==> config.mk <==
export PLATFORM = sky130hd
export DESIGN_NAME = fsp_port
export DESIGN_NICKNAME = d
export VERILOG_FILES = /design/src/fsp_pkg.sv /design/src/fsp_port.sv
export VERILOG_INCLUDE_DIRS = /design/src
export SDC_FILE = /design/constraint.sdc
export NUM_CORES = 1
export LEC_CHECK = 0
export BUFFER_PORTS_ARGS = -buffer_cell sky130_fd_sc_hd__clkbuf_2
export CAP_MARGIN = 20
export CORE_ASPECT_RATIO = 2
export CORE_MARGIN = 3
export CORE_UTILIZATION = 54
export DETAILED_ROUTE_END_ITERATION = 6
export PLACE_DENSITY = 0.76
export SETUP_SLACK_MARGIN = 0.5
export SYNTH_ARGS = -nofsm -noshare
export SYNTH_HDL_FRONTEND = slang
export SYNTH_SLANG_ARGS = --single-unit
==> constraint.sdc <==
create_clock -name ref_clk -period 2.45 [get_ports ref_clk]
set_input_delay 0.245 -clock ref_clk [delete_from_list [all_inputs] [get_ports ref_clk]]
set_output_delay 0.245 -clock ref_clk [all_outputs]
set_load 0.01 [all_outputs]
==> src/fsp_params.svh <==
`ifndef FSP_PARAMS_SVH
`define FSP_PARAMS_SVH
// Operation
// - The transmit frame-sync pin is an input or an output under software control, driving or following frame alignment.
// - The receive frame-sync pin is an input or an output, so either side can supply receive frame alignment.
// - The transmit bit clock is an input or an output, runs from 512 KHz to 8.192 MHz, and shifts transmit data out.
// - The receive bit clock is an input or an output, runs from 512 KHz to 8.192 MHz, and samples receive data.
// - Transmit frame sync and data are launched on the configured rising or falling transmit clock edge.
// - Each receive bit is captured on the configured rising or falling receive clock edge.
// - After reset all clock and frame-sync pins are inputs until software selects otherwise.
// - Transmit data is open-drain: pulled low for a zero and released for a one.
// - With the port disabled none of its pins is driven, so none needs a connection.

// register byte offsets
`define FSP_OFF_CTRL 8'h00
`define FSP_OFF_DIV 8'h04
`define FSP_OFF_FLEN 8'h08
`define FSP_OFF_TXDATA 8'h0c
`define FSP_OFF_RXDATA 8'h10
`define FSP_OFF_STATUS 8'h14

// control fields
`define FSP_CTRL_EN 0
`define FSP_CTRL_TXCLK_OUT 1
`define FSP_CTRL_RXCLK_OUT 2
`define FSP_CTRL_TXFS_OUT 3
`define FSP_CTRL_RXFS_OUT 4
`define FSP_CTRL_TXEDGE 5
`define FSP_CTRL_RXEDGE 6
`define FSP_CTRL_BITS 7

// status fields
`define FSP_ST_TXFULL 0
`define FSP_ST_RXVALID 1
`define FSP_ST_OVERRUN 2
`define FSP_ST_UNDERRUN 3

// reset values
`define FSP_CTRL_RST 7'h00
`define FSP_DIV_RST 8'h3d
`define FSP_FLEN_RST 8'hff

// timing
`define FSP_REF_KHZ 125000
`define FSP_MIN_KHZ 512
`define FSP_MAX_KHZ 8192
`define FSP_HALF_MIN ((`FSP_REF_KHZ + 2 * `FSP_MAX_KHZ - 1) / (2 * `FSP_MAX_KHZ))
`define FSP_HALF_MAX (`FSP_REF_KHZ / (2 * `FSP_MIN_KHZ))
`endif

==> src/fsp_pkg.sv <==
package fsp_pkg;
    typedef enum logic [2:0] {
        FSP_OFF = 3'b001,
        FSP_HUNT = 3'b010,
        FSP_RUN = 3'b100
    } fsp_state_t;
endpackage

==> src/fsp_port.sv <==
`timescale 1ns/1ps
`include "fsp_params.svh"
module fsp_port (
    input wire logic ref_clk, // system clock, 125 MHz
    input wire logic rst_n, // synchronous reset
    input wire logic psel, // apb select
    input wire logic penable, // apb enable
    input wire logic pwrite, // apb direction
    input wire logic [7:0] paddr, // apb byte address
    input wire logic [31:0] pwdata, // apb write data
    output logic [31:0] prdata, // apb read data
    output logic pready, // apb ready
    output logic pslverr, // apb error
    input wire logic txBitClockIn, // tx bit clock pin level
    output logic txBitClockOut, // tx bit clock drive
    output logic txBitClockOe, // tx bit clock enable
    input wire logic rxBitClockIn, // rx bit clock pin level
    output logic rxBitClockOut, // rx bit clock drive
    output logic rxBitClockOe, // rx bit clock enable
    input wire logic txFrameSyncIn, // tx frame sync pin level
    output logic txFrameSyncOut, // tx frame sync drive
    output logic txFrameSyncOe, // tx frame sync enable
    input wire logic rxFrameSyncIn, // rx frame sync pin level
    output logic rxFrameSyncOut, // rx frame sync drive
    output logic rxFrameSyncOe, // rx frame sync enable
    output logic txSerialOut, // tx data drive, always low
    output logic txSerialOe, // tx data pull-down enable
    input wire logic rxSerialIn // rx data pin level
);
    ////////////////////////////////////////////////////////////////////
    logic [`FSP_CTRL_BITS-1:0] ctrl;
    logic [7:0] divHalf;
    logic [7:0] frameLen;
    logic [31:0] txHold;
    logic [31:0] rxHold;
    logic txFull;
    logic rxValid;
    logic overrun;
    logic underrun;

    wire en = ctrl[`FSP_CTRL_EN];
    wire [1:0] clkOutSel = {ctrl[`FSP_CTRL_RXCLK_OUT],
                            ctrl[`FSP_CTRL_TXCLK_OUT]};
    wire [1:0] clkPin = {rxBitClockIn, txBitClockIn};
    wire [1:0] fsPin = {rxFrameSyncIn, txFrameSyncIn};
    // half period clamped into the legal bit clock range
    wire [7:0] halfLo = 8'(`FSP_HALF_MIN);
    wire [7:0] halfHi = 8'(`FSP_HALF_MAX);
    wire [7:0] halfEff = (divHalf < halfLo) ? halfLo :
                         (divHalf > halfHi) ? halfHi : divHalf;

    ////////////////////////////////////////////////////////////////////
    // per link clock: generator, pin synchroniser, edge finder
    logic clkGen [2];
    logic clkRise [2];
    logic clkFall [2];
    logic fsSync [2];
    logic next_clkGen [2];

    genvar gi;
    generate
        for (gi = 0; gi < 2; gi = gi + 1) begin : g_clk
            logic [7:0] divCnt;
            logic c1, c2, c3;
            logic f1, f2;
            wire tick = (divCnt == 8'h00);
            always_ff @(posedge ref_clk) begin
                if (!rst_n) begin
                    divCnt <= 8'h00;
                    clkGen[gi] <= 1'b0;
                    c1 <= 1'b0;
                    c2 <= 1'b0;
                    c3 <= 1'b0;
                    f1 <= 1'b0;
                    f2 <= 1'b0;
                end else begin
                    c1 <= clkPin[gi];
                    c2 <= c1;
                    c3 <= c2;
                    f1 <= fsPin[gi];
                    f2 <= f1;
                    if (!en || !clkOutSel[gi]) begin
                        divCnt <= 8'h00;
                        clkGen[gi] <= 1'b0;
                    end else if (tick) begin
                        divCnt <= 8'(halfEff - 8'h01);
                        clkGen[gi] <= ~clkGen[gi];
                    end else begin
                        divCnt <= 8'(divCnt - 8'h01);
                    end
                end
            end
            // edges of the generated clock fall on the toggle itself
            assign clkRise[gi] = clkOutSel[gi] ?
                (en && tick && !clkGen[gi]) : (c2 && !c3);
            assign clkFall[gi] = clkOutSel[gi] ?
                (en && tick && clkGen[gi]) : (!c2 && c3);
            assign fsSync[gi] = f2;
            // pin moves in the same cycle as the data launched off it
            assign next_clkGen[gi] = (!en || !clkOutSel[gi]) ? 1'b0 :
                (tick ? ~clkGen[gi] : clkGen[gi]);
        end
    endgenerate

    logic d1, d2;
    always_ff @(posedge ref_clk) begin
        if (!rst_n) begin
            d1 <= 1'b0;
            d2 <= 1'b0;
        end else begin
            d1 <= rxSerialIn;
            d2 <= d1;
        end
    end

    wire txFsOutSel = ctrl[`FSP_CTRL_TXFS_OUT];
    wire rxFsOutSel = ctrl[`FSP_CTRL_RXFS_OUT];
    wire txLaunch = ctrl[`FSP_CTRL_TXEDGE] ? clkFall[0] : clkRise[0];
    wire txSample = ctrl[`FSP_CTRL_TXEDGE] ? clkRise[0] : clkFall[0];
    wire rxSample = ctrl[`FSP_CTRL_RXEDGE] ? clkFall[1] : clkRise[1];
    wire rxLaunch = ctrl[`FSP_CTRL_RXEDGE] ? clkRise[1] : clkFall[1];

    ////////////////////////////////////////////////////////////////////
    // transmit
    fsp_pkg::fsp_state_t txState;
    logic [7:0] txCnt;
    logic [31:0] txShift;
    logic txPend;

    wire txSyncSeen = !txFsOutSel && txSample && fsSync[0];
    wire [7:0] txCntEff = txPend ? 8'h00 : txCnt;
    wire txWordStart = (txCntEff[4:0] == 5'h00);
    wire txLoad = (txState == fsp_pkg::FSP_RUN) && txLaunch && txWordStart;
    // underrun sends ones, i.e. the line stays released
    wire [31:0] txNext = txWordStart ? (txFull ? txHold : 32'hffffffff)
                                     : {txShift[30:0], 1'b1};

    always_ff @(posedge ref_clk) begin
        if (!rst_n) begin
            txState <= fsp_pkg::FSP_OFF;
            txCnt <= 8'h00;
            txShift <= 32'hffffffff;
            txPend <= 1'b0;
            txSerialOe <= 1'b0;
            txFrameSyncOut <= 1'b0;
        end else begin
            case (txState)
                fsp_pkg::FSP_OFF: begin
                    txSerialOe <= 1'b0;
                    txFrameSyncOut <= 1'b0;
                    txPend <= 1'b0;
                    txCnt <= 8'h00;
                    if (en) begin
                        txState <= txFsOutSel ? fsp_pkg::FSP_RUN
                                              : fsp_pkg::FSP_HUNT;
                    end
                end
                fsp_pkg::FSP_HUNT: begin
                    if (!en) begin
                        txState <= fsp_pkg::FSP_OFF;
                    end else if (txSyncSeen) begin
                        txPend <= 1'b1;
                        txState <= fsp_pkg::FSP_RUN;
                    end
                end
                fsp_pkg::FSP_RUN: begin
                    if (!en) begin
                        txState <= fsp_pkg::FSP_OFF;
                    end else begin
                        if (txSyncSeen) begin
                            txPend <= 1'b1;
                        end else if (txLaunch) begin
                            txPend <= 1'b0;
                        end
                        if (txLaunch) begin
                            txShift <= txNext;
                            txSerialOe <= ~txNext[31];
                            txFrameSyncOut <= txFsOutSel &&
                                (txCntEff == 8'h00);
                            txCnt <= (txCntEff == frameLen) ? 8'h00
                                     : 8'(txCntEff + 8'h01);
                        end
                    end
                end
                default: txState <= fsp_pkg::FSP_OFF;
            endcase
        end
    end

    ////////////////////////////////////////////////////////////////////
    // receive
    fsp_pkg::fsp_state_t rxState;
    logic [7:0] rxCnt;
    logic [31:0] rxShift;

    wire rxSyncSeen = !rxFsOutSel && fsSync[1];
    wire [7:0] rxCntEff = rxSyncSeen ? 8'h00 : rxCnt;
    wire rxTake = rxSample && ((rxState == fsp_pkg::FSP_RUN) ||
        ((rxState == fsp_pkg::FSP_HUNT) && rxSyncSeen));
    wire [31:0] rxNext = {rxShift[30:0], d2};
    wire rxWordDone = rxTake && (rxCntEff[4:0] == 5'h1f);

    always_ff @(posedge ref_clk) begin
        if (!rst_n) begin
            rxState <= fsp_pkg::FSP_OFF;
            rxCnt <= 8'h00;
            rxShift <= 32'h00000000;
            rxFrameSyncOut <= 1'b0;
        end else begin
            case (rxState)
                fsp_pkg::FSP_OFF: begin
                    rxCnt <= 8'h00;
                    rxFrameSyncOut <= 1'b0;
                    if (en) begin
                        rxState <= rxFsOutSel ? fsp_pkg::FSP_RUN
                                              : fsp_pkg::FSP_HUNT;
                    end
                end
                fsp_pkg::FSP_HUNT,
                fsp_pkg::FSP_RUN: begin
                    if (!en) begin
                        rxState <= fsp_pkg::FSP_OFF;
                    end else begin
                        if (rxTake) begin
                            rxState <= fsp_pkg::FSP_RUN;
                            rxShift <= rxNext;
                            rxCnt <= (rxCntEff == frameLen) ? 8'h00
                                     : 8'(rxCntEff + 8'h01);
                        end
                        // own sync leads the first bit by half a period
                        if (rxLaunch) begin
                            rxFrameSyncOut <= rxFsOutSel &&
                                (rxCnt == 8'h00);
                        end
                    end
                end
                default: rxState <= fsp_pkg::FSP_OFF;
            endcase
        end
    end

    ////////////////////////////////////////////////////////////////////
    // pin drivers
    always_ff @(posedge ref_clk) begin
        if (!rst_n) begin
            txBitClockOe <= 1'b0;
            rxBitClockOe <= 1'b0;
            txFrameSyncOe <= 1'b0;
            rxFrameSyncOe <= 1'b0;
            txBitClockOut <= 1'b0;
            rxBitClockOut <= 1'b0;
            txSerialOut <= 1'b0;
        end else begin
            txBitClockOe <= en && clkOutSel[0];
            rxBitClockOe <= en && clkOutSel[1];
            txFrameSyncOe <= en && txFsOutSel;
            rxFrameSyncOe <= en && rxFsOutSel;
            txBitClockOut <= next_clkGen[0];
            rxBitClockOut <= next_clkGen[1];
            txSerialOut <= 1'b0;
        end
    end

    ////////////////////////////////////////////////////////////////////
    // apb slave, one wait state
    wire access = psel && penable && !pready;
    wire done = psel && penable && pready;
    wire selCtrl = (paddr == `FSP_OFF_CTRL);
    wire selDiv = (paddr == `FSP_OFF_DIV);
    wire selFlen = (paddr == `FSP_OFF_FLEN);
    wire selTx = (paddr == `FSP_OFF_TXDATA);
    wire selRx = (paddr == `FSP_OFF_RXDATA);
    wire selSt = (paddr == `FSP_OFF_STATUS);
    wire mapped = selCtrl || selDiv || selFlen || selTx || selRx || selSt;
    wire wrEn = done && pwrite && mapped;
    wire rdRx = done && !pwrite && selRx;
    wire [3:0] status = {underrun, overrun, rxValid, txFull};
    wire [31:0] readMux =
        selCtrl ? {25'h0, ctrl} :
        selDiv ? {24'h000000, divHalf} :
        selFlen ? {24'h000000, frameLen} :
        selTx ? txHold :
        selRx ? rxHold :
        selSt ? {28'h0000000, status} : 32'h00000000;

    always_ff @(posedge ref_clk) begin
        if (!rst_n) begin
            pready <= 1'b0;
            pslverr <= 1'b0;
            prdata <= 32'h00000000;
        end else begin
            pready <= access;
            pslverr <= access && !mapped;
            prdata <= (access && !pwrite) ? readMux : 32'h00000000;
        end
    end

    always_ff @(posedge ref_clk) begin
        if (!rst_n) begin
            ctrl <= `FSP_CTRL_RST;
            divHalf <= `FSP_DIV_RST;
            frameLen <= `FSP_FLEN_RST;
            txHold <= 32'h00000000;
            txFull <= 1'b0;
            rxHold <= 32'h00000000;
            rxValid <= 1'b0;
            overrun <= 1'b0;
            underrun <= 1'b0;
        end else begin
            if (wrEn && selCtrl) begin
                ctrl <= pwdata[`FSP_CTRL_BITS-1:0];
            end
            if (wrEn && selDiv) begin
                divHalf <= pwdata[7:0];
            end
            if (wrEn && selFlen) begin
                frameLen <= pwdata[7:0];
            end
            if (wrEn && selTx) begin
                txHold <= pwdata;
            end
            // a write beside a load refills the emptied holding word
            txFull <= (wrEn && selTx) ? 1'b1 : (txLoad ? 1'b0 : txFull);
            if (rxWordDone) begin
                rxHold <= rxNext;
            end
            // hardware set beats software clear
            rxValid <= rxWordDone || (rxValid && !rdRx);
            overrun <= (rxWordDone && rxValid && !rdRx) ||
                (overrun && !(wrEn && selSt && pwdata[`FSP_ST_OVERRUN]));
            underrun <= (txLoad && !txFull) ||
                (underrun && !(wrEn && selSt && pwdata[`FSP_ST_UNDERRUN]));
        end
    end
endmodule

==> results of run 1 <==
## cell type report
| cell class | instances | share of cell area |
|---|---|---|
| Sequential cell | 249 | 0.357 |
| Multi-Input combinational cell | 946 | 0.428 |
| Inverter | 21 | 0.00570 |
| Clock buffer | 27 | 0.0442 |
| Tap cell | 262 | 0.0233 |
| Clock inverter | 13 | 0.00846 |
| Timing Repair Buffer | 223 | 0.133 |
## timing repair
item / in CTS / in global routing
setup buffers: 30 / 15
cloned: 6 / 3
pin swaps: 40 / 25
hold buffers: 28 / 0
endpoints found under the setup margin: 119 / 132
endpoints found under the hold margin: 28 / 0
resized for setup: 80 / 51
## final timing paths
path	startpoint	end	slack, ns	cells after the start
setup / recovery	divHalf[4]	g_clk[1].divCnt[4]	0.25	9
hold / removal	pwdata[7]	frameLen[7]	0.03	3
setup reg to reg	divHalf[4]	g_clk[1].divCnt[4]	0.25	9
hold reg to reg	d1	d2	0.43	1
## power groups by stage
| stage | Combinational, mW | Clock [mW] | Sequential, mW |
|---|---|---|---|
| floorplan | 0.0903 | 0 | 4.15 |
| global placement | 0.190 | 0 | 4.16 |
| detailed placement | 0.190 | 0 | 4.16 |
| CTS | 0.239 | 3.62 | 4.06 |
| global route | 0.269 | 3.76 | 4.06 |
| finish | 0.252 | 3.58 | 4.06 |
## layer usage
metal  part of all wire  wire, um  up-vias  global-route usage
li1                   -         -     4848                   -
met1               0.34     11400     4918               0.294
met2               0.52     17500      448               0.513
met3              0.055      1850      148              0.0373
met4              0.077      2580        0               0.187
met5                  0         0        -                   0
## cell families after synthesis
family / count (synthesis)
and+or+nand+nor: 561
muxes: 60
DFF: 249
xor gates and xnor gates: 29
other: 1
adders and majority gates: 9
buffers and inverters: 117
AOI/OAI and AO/OA: 286
## critical path, delay by kind of cell, from the launching register on
kind,cells,cell delay [ns]
AO/OA/AOI/OAI,3,0.52
adder cells (fa/ha/maj),1,0.15
buffers and inverters,1,0.17
flip-flops,1,0.35
AND/OR/NAND/NOR,4,0.91
## cells in the mapped netlist (10+ instances only)
cell | number | area [um^2]
nand3_1 | 13 | 65.1
nor3_1 | 15 | 75.1
xnor2_1 | 20 | 175
a32oi_1 | 11 | 96.3
dfxtp_1 | 248 | 4960
clkbuf_1 | 75 | 282
o211ai_1 | 30 | 225
nand2b_1 | 20 | 125
nand4_1 | 10 | 62.6
and2_1 | 24 | 150
o21ai_0 | 67 | 335
inv_1 | 21 | 78.8
nand3b_1 | 35 | 263
nand2_1 | 261 | 980
mux2i_1 | 57 | 571
buf_2 | 11 | 55.1
a211oi_1 | 11 | 82.6
a21oi_1 | 115 | 576
nor2_1 | 109 | 409
nor3b_1 | 10 | 75.1
## sequential cells by signal (all words and copies together) (netlist names), 16 cells and up
register and cells:
g_clk.divCnt 16, txShift 31, prdata 32, rxShift 31, rxHold 32, txHold 32
## layout by cell type (no fill, tap or decap), drive strengths merged, types with 10 or more instances in the layout
| cell type | Yosys | final |
|---|---|---|
| nand2 | 261 | 261 |
| dfxtp | 248 | 248 |
| clkbuf | 75 | 122 |
| a21oi | 115 | 115 |
| nor2 | 109 | 109 |
| buf | 21 | 99 |
| o21ai | 70 | 70 |
| mux2i | 57 | 57 |
| nand3b | 35 | 35 |
| o211ai | 31 | 31 |
| dlygate4sd3 | 0 | 28 |
| and2 | 26 | 26 |
| xnor2 | 20 | 20 |
| nand2b | 20 | 20 |
| inv | 21 | 20 |
| nor3 | 16 | 16 |
| nand3 | 14 | 14 |
| clkinv | 0 | 12 |
| a32oi | 11 | 11 |
| a211oi | 11 | 11 |
| nand4 | 10 | 10 |
| nor3b | 10 | 10 |
## metrics by stage
step                 util  std cells  instance area (um^2)  hold WS [ns]
floorplan               -       1312                 11100         0.370
global placement    0.597       1618                 11900         0.424
detailed placement  0.597       1618                 11900         0.426
CTS                 0.684       1722                 13600        0.0114
global route        0.706       1741                 14100        0.0221
finish              0.706       1741                 14100        0.0300
==> flow_summary.toml, run 1 <==
[finish]
drive_gt1_frac = 0.238
area_growth_pct = 28.4
antenna_cells = 0
fillers = 1533
nNetsFinal = 1523
area.sequential_um2 = 5020
multi_input_area_um2 = 6010

[global_route]
grt_max_degree = 64
grt.overflow.total = 0
grt_usage = 0.282
grt_antenna_before_repair = 0
first_global_vias = 10000
grt_pass1_wl_um = 50300

[floorplan]
die-height_um = 207
initial_core_util = 0.550
io_pins = 94
fp.dieArea_um2 = 22100
std_cell_rows = 73
die_w_um = 107
fp.coreArea_um2 = 19900

[logic_synthesis]
synthSimpleGateAreaFrac = 0.249
yosysWarningCount = 0
synth_cell_types = 72
synth_top_family_by_area = "simple AND/OR/NAND/NOR gates"
synth-seq-area-share = 0.456
synth_compound_area_frac = 0.160
synth_flop_cell = "dfxtp_1"
synth_fa_ha_area_frac = 0.0103
async_reset_ff_frac = 0
syn_inst = 1312
syn-cell-area_um2 = 10900
synth_edf_count = 1
synth_nets = 1371
synth.avg_cell_area_um2 = 8.34
synth.mux.area_fraction = 0.0573
ys_ff_latch = 249
synth_xor_area_frac = 0.0232

[clock_network]
root_buffer = "clkbuf_16"
ctsHtreeMaxLevel = 1
path_clk_slew_ns = 0.07
cts_sinks = 249
cts_made_buffers = 23
clock_path_buffers = 3
insertion_delay_ns = 0.52
cts_tree = "yes"

[pwr]
power_frac_clock = 0.454
p_comb_frac = 0.032
cellPowerDensity_nw_per_um2 = 561
ir_drop_mv = 0.702
p_switching_mw = 1.71
switching_share = 0.216
power_leakage_nw = 5.66
p_seq_frac = 0.514
internal_power_mw = 6.18
power_mw = 7.89

[routing]
route.detailed.drc = 0
wl_per_cell_um = 19.2
first_pass_iters = 7
drtIter0Drc = 653
postRouteAntennaNets = 0
viasPerCell = 5.95
wl_um = 33400
vias = 10400

[timing]
finalSetupTns_ns = 0
rsz0062_at_grt = "true"
finalCritPeriodShare = 0.897
setup_slack_ns = 0.252
fmax_ghz = 0.455
worst_slew_pin_slew_ns = 0.695
slew_headroom = 0.532
final_hold_viol_count = 0
maxSlewViolCount = 0
finalClockSkew_ns = 0.0108
finalCriticalPeriod_ns = 2.20
setup_viol = 0

[hold_path]
hold_class = "in2reg"

[placed_design]
place_ws_ns = 0.0618
hpwl_um = 20900
portBuffers = 92
gp_congestion = 0.939

[critical_path]
critPathArrivalTime_ns = 2.61
worst_path_largest_cell_delay_ns = 0.42
cp-start-kind = "flop"
end_kind = "flop"
crit_top_cell = "nor3_4"
path_max_fanout = 3
required_ns = 2.86
slowest_stage = "or3_4"
cp_cell_sequence = "or3_4 > nor3_4 > a31o_2 > ha_4 > o31ai_4 > buf_4 > nor4_4 > nor3_4 > a211oi_1"
worstSetupPathType = "reg2reg"

[job]
maxCapViolations = 0

[status]
status = "finished, final reports clean"
Note: power is estimated with default switching activity, not from simulation.
==> run 2: changes to the inputs <==
CORE_UTILIZATION = 60   (was 54)
PLACE_DENSITY = 0.8   (was 0.76)
clock period = 2.4 ns   (was 2.45 ns; I/O delays follow)
==> flow_summary.toml, run 2 (synthesis results as in run 1) <==
[status]
status = "finished, final reports clean"

[timing]
finalCriticalPeriod_ns = 2.23
hold_ws_ns = 0.00440
slew_headroom = 0.511
final_hold_viol_count = 0
fmax_ghz = 0.448
worst_slew_pin_slew_ns = 0.731
setup_viol = 0
finalSetupTns_ns = 0
finalClockSkew_ns = 0.0123
finalCritPeriodShare = 0.929
rsz0062_at_grt = "true"
maxSlewViolCount = 0

[routing]
viasPerCell = 6.30
wl_per_cell_um = 20.9
drtIter0Drc = 784
postRouteAntennaNets = 0
wl_um = 35200
vias = 10600
first_pass_iters = 5
route.detailed.drc = 0

[critical_path]
r2r-end = "txShift[2]"
r2r-start = "g_clk[0].divCnt[0]"
required_ns = 2.81
slowest_stage = "or3b_4"
critPathArrivalTime_ns = 2.64
cp-start-kind = "flop"
reg2reg_setup_slack_ns = 0.17
worst_path_dominant_cell_family = "simple AND/OR/NAND/NOR gates"
cp_cell_sequence = "inv_2 > ha_4 > or3b_4 > nor4_4 > o21ai_4 > buf_12 > buf_8 > clkbuf_16 > o211ai_1"
path_buf_inv = 4
path_max_fanout = 8
worstSetupPathType = "reg2reg"
end_kind = "flop"
worst_path_largest_cell_delay_ns = 0.41
reg2reg_depth = 9

[finish]
nNetsFinal = 1517
drive_gt1_frac = 0.285
antenna_cells = 0
post-route-util = 0.810
layout_commonest_cell = "dfxtp_1"
area_growth_pct = 32.3
top_regs = "prdata (32), rxHold (32), txHold (32)"
stdcell_area_um2 = 14500
final_cell_mix = "dfxtp_1, nand2_1, nor2_1, clkbuf_2, a21oi_1"

[hold_path]
hold_path_depth = 3
min_to = "txHold[8]"
hold_class = "in2reg"
hp-start = "pwdata[8]"

[global_route]
grt_pass1_wl_um = 50900
grt_max_degree = 64
first_global_vias = 10300
grt.overflow.total = 0
grt_antenna_before_repair = 0
grt_usage = 0.320

[floorplan]
std_cell_rows = 69
io_pins = 94
initial_core_util = 0.612
die_w_um = 101
die-height_um = 197
fp.dieArea_um2 = 20000
fp.coreArea_um2 = 17900

[placed_design]
hpwl_um = 20400
portBuffers = 92
gp_congestion = 0.927
place_area_um2 = 11800

[pwr]
power_mw = 8.14
ir_drop_mv = 0.593
power_leakage_nw = 6.00
cellPowerDensity_nw_per_um2 = 562

[clock_network]
root_buffer = "clkbuf_16"
cts_made_buffers = 23
ctsHtreeMaxLevel = 1
insertion_delay_ns = 0.51
path_clk_slew_ns = 0.07
cts_tree = "yes"
cts_sinks = 249
clock_path_buffers = 3

[job]
maxCapViolations = 0
-- run 2: changes by cell type in the layout (fill, tap and decap cells not counted), sizes merged --
cell | before | now
inv | 20 | 21
bufbuf | 1 | 0
clkbuf | 122 | 125
buf | 99 | 98
clkinv | 12 | 5
dlygate4sd3 | 28 | 27
-- run 2: repair_timing --
| item | CTS | global route |
|---|---|---|
| resized for setup | 85 | 178 |
| setup buffers | 32 | 16 |
| setup endpoints to repair | 128 | 148 |
| pin swaps | 47 | 109 |
| hold buffers | 27 | 0 |
| endpoints found under the hold margin | 27 | 0 |
| gates cloned | 6 | 3 |
-- run 2: per-stage QoR --
| stage | instances | worst slack [ns] |
|---|---|---|
| 6_report | 1686 | 0.170 |
| 5_1_grt | 1686 | 0.127 |
| 4_1_cts | 1667 | 0.244 |
| 3_5_place_dp | 1562 | 0.0150 |
| 3_3_place_gp | 1562 | 0.0451 |
| 2_1_floorplan | 1312 | 0.231 |
-- run 2: routing by layer --
metal | GRT usage | wire, um | vias to the layer above
met5 | 0 | 0 | -
met4 | 0.217 | 2570 | 0
met3 | 0.0468 | 2010 | 180
met2 | 0.587 | 18900 | 516
met1 | 0.320 | 11700 | 5107
li1 | - | - | 4823
-- run 2: power breakdown --
group          switching (mW)  internal (mW)
clock                    1.58           2.15
combinational           0.148          0.108
sequential            0.00719           4.14
-- run 2: area by class of cell --
class                      count  area [um^2]
sequential                   249         5020
fill                        1076         3390
tap                          213          267
clock buffer                  33          664
timing repair buffer         217         1860
multi-input combinational    946         6490
inverter                      21         80.1
clock inverter                 7         98.8
-- run 2: how the worst max path moves through the flow --
stage / startpoint / cells after the start / slack (ns) / to
floorplan: divHalf[4] / 10 / 0.23 / g_clk[1].divCnt[6]
global placement: paddr[1] / 8 / 0.05 / ctrl[3]
detailed placement: paddr[1] / 8 / 0.02 / ctrl[2]
CTS: g_clk[0].divCnt[3] / 6 / 0.24 / txCnt[6]
global route: g_clk[0].divCnt[0] / 9 / 0.13 / txShift[2]
finish: g_clk[0].divCnt[0] / 9 / 0.17 / txShift[2]
-- run 2: worst min-delay path: cells and delay by family --
kind,cells,cell delay (ns)
and+or+nand+nor,1,0.08
AOI/OAI and AO/OA,1,0.07
buffers and inverters,1,0.08
==> run 3: changes to the inputs <==
ABC_AREA = 1   (was not set)
CTS_CLUSTER_SIZE = 20   (was not set)
SLEW_MARGIN = 20   (was not set)
==> flow_summary.toml, run 3 <==
[status]
status = "finished, final reports clean"

[hold_path]
hold_class = "in2reg"

[timing]
fmax_ghz = 0.540
maxSlewViolCount = 0
finalCritPeriodShare = 0.771
final_hold_viol_count = 0
setup_viol = 0
slew_headroom = 0.280
finalCriticalPeriod_ns = 1.85
finalSetupTns_ns = 0
setup_slack_ns = 0.549
rsz0062_at_grt = "true"
worst_slew_pin_slew_ns = 1.08
finalClockSkew_ns = 0.0207

[routing]
wl_per_cell_um = 16.9
viasPerCell = 5.70
vias = 11200
postRouteAntennaNets = 0
wl_um = 33100
first_pass_iters = 5
route.detailed.drc = 0
drtIter0Drc = 552

[pwr]
cellPowerDensity_nw_per_um2 = 690
internal_power_mw = 6.68
p_comb_frac = 0.155
power_frac_clock = 0.383
p_switching_mw = 2.52
power_leakage_nw = 6.52
ir_drop_mv = 0.707
p_seq_frac = 0.462
switching_share = 0.274

[critical_path]
r2r-start = "rxState[1]"
cp-start-kind = "flop"
r2r-end = "rxShift[23]"
end_kind = "flop"
reg2reg_setup_slack_ns = 0.55
crit_start = "rxState[1]"
worstSetupPathType = "reg2reg"
required_ns = 2.86
path_max_fanout = 5
reg2reg_depth = 10
critPathArrivalTime_ns = 2.31
cp-endpoint = "rxShift[23]"

[finish]
top_regs = "prdata (32), rxHold (32), txHold (32)"
nNetsFinal = 1794
stdcell_area_um2 = 13300
drive_gt1_frac = 0.147
area_growth_pct = 19.0
layout_commonest_cell = "nand2_1"
final_cell_mix = "nand2_1, nor2_1, dfxtp_1, inv_1, nand3_1"

[logic_synthesis]
synthTopCellsByCount = "nand2_1, nor2_1, dfxtp_1"
synth_cell_types = 43
synth_nets = 1677
synth_edf_count = 1
synth_flop_cell = "dfxtp_1"
synth_area_leader_cell = "dfxtp_1"
synth.area.top_cells = "dfxtp_1, nand2_1, nor2_1, nand3_1, inv_1"
async_reset_ff_frac = 0
synth.avg_cell_area_um2 = 6.92
yosysTopAreaCellShare = 0.443
ys_ff_latch = 249
syn_inst = 1618
synth-seq-area-share = 0.446
yosysMostFrequentCell = "nand2_1"
yosysWarningCount = 0
syn-cell-area_um2 = 11200

[global_route]
first_global_vias = 10600
grt_usage = 0.311
grt_max_degree = 111
grt.overflow.total = 0
grt_antenna_before_repair = 1
grt_pass1_wl_um = 50300

[clock_network]
ctsHtreeMaxLevel = 1
cts_made_buffers = 21
path_clk_slew_ns = 0.07
insertion_delay_ns = 0.52
clock_path_buffers = 3
cts_tree = "yes"
root_buffer = "clkbuf_16"
cts_sinks = 249

[floorplan]
std_cell_rows = 70
fp.dieArea_um2 = 20400
initial_core_util = 0.612
die-height_um = 199
io_pins = 94
die_w_um = 103
fp.coreArea_um2 = 18300

[job]
maxCapViolations = 0

[placed_design]
place_area_um2 = 11800
portBuffers = 92
place_ws_ns = 0.204
hpwl_um = 21900
gp_congestion = 0.954
==> run 3: changes by cell type after synthesis, moves of 38 or more <==
cell     before  now
a21oi_1     115   77
inv_1        21  154
mux2i_1      57    0
nand2_1     261  418
nand3_1      13  116
nor2_1      109  273
==> run 3: cells by family after synthesis <==
kind of cell | synth area share
simple gates | 0.332
flops | 0.446
buf+inv | 0.0890
compound gates | 0.110
xor+xnor | 0.0133
fa+ha+maj | 0.0101
other cells | 0.000335
==> run 3: area by class of cell <==
type                            count  area, um^2
Inverter                          161         627
Antenna cell                        1        2.50
Clock inverter                      8         101
Fill cell                        1413        4970
Timing Repair Buffer              170        1270
Clock buffer                       29         596
Sequential cell                   249        5010
Tap cell                          216         270
Multi-Input combinational cell   1132        5450
==> run 3: stage by stage <==
stage,hold slack [ns],cells,util,power [mW]
after floorplan,0.338,1618,-,5.28
after global placement,0.392,1875,0.644,5.57
after detailed placement,0.401,1875,0.644,5.59
after CTS,0.00408,1950,0.709,9.10
after global routing,0.0280,1966,0.728,9.61
final,0.0119,1966,0.728,9.20
==> run 3: critical path: stages, from the launching register on <==
cell	delay, ns
dfxtp_1	0.34
inv_1	0.09
nand3_1	0.17
nand2_1	0.16
inv_1	0.08
nor2_2	0.14
inv_1	0.24
nor2_4	0.20
buf_4	0.17
o21ai_0	0.07
nor2_1	0.13
==> run 3: how the worst min path moves through the flow <==
stage               cells past startpoint   startpoint          end
floorplan                               2   rxSerialIn           d1
global placement                        2  g_clk[1].f1  g_clk[1].f2
detailed placement                      2  g_clk[1].f1  g_clk[1].f2
CTS                                     3    pwdata[8]    txHold[8]
global route                            3    pwdata[8]    txHold[8]
finish                                  3    pwdata[8]    txHold[8]
==> run 3: metal layers <==
layer | track usage | part of all wire
met2 | 0.565 | 0.52
met5 | 0 | 0
met1 | 0.318 | 0.34
met4 | 0.223 | 0.085
met3 | 0.0349 | 0.057
==> run 3: what timing repair did <==
item                       CTS  global route
cloned                       3             5
pin swaps                    6             9
hold buffers                28             0
setup endpoints to repair  114           147
setup buffers                7            10
hold endpoints to repair    28             0
gates resized for setup     30            55
==> run 3: power groups by stage <==
stage | Combinational, mW | Clock, mW | Sequential [mW]
after floorplan | 0.945 | 0 | 4.34
after detailed placement | 1.25 | 0 | 4.34
after global placement | 1.23 | 0 | 4.34
final | 1.42 | 3.52 | 4.25
after global routing | 1.65 | 3.71 | 4.25
after CTS | 1.29 | 3.56 | 4.25
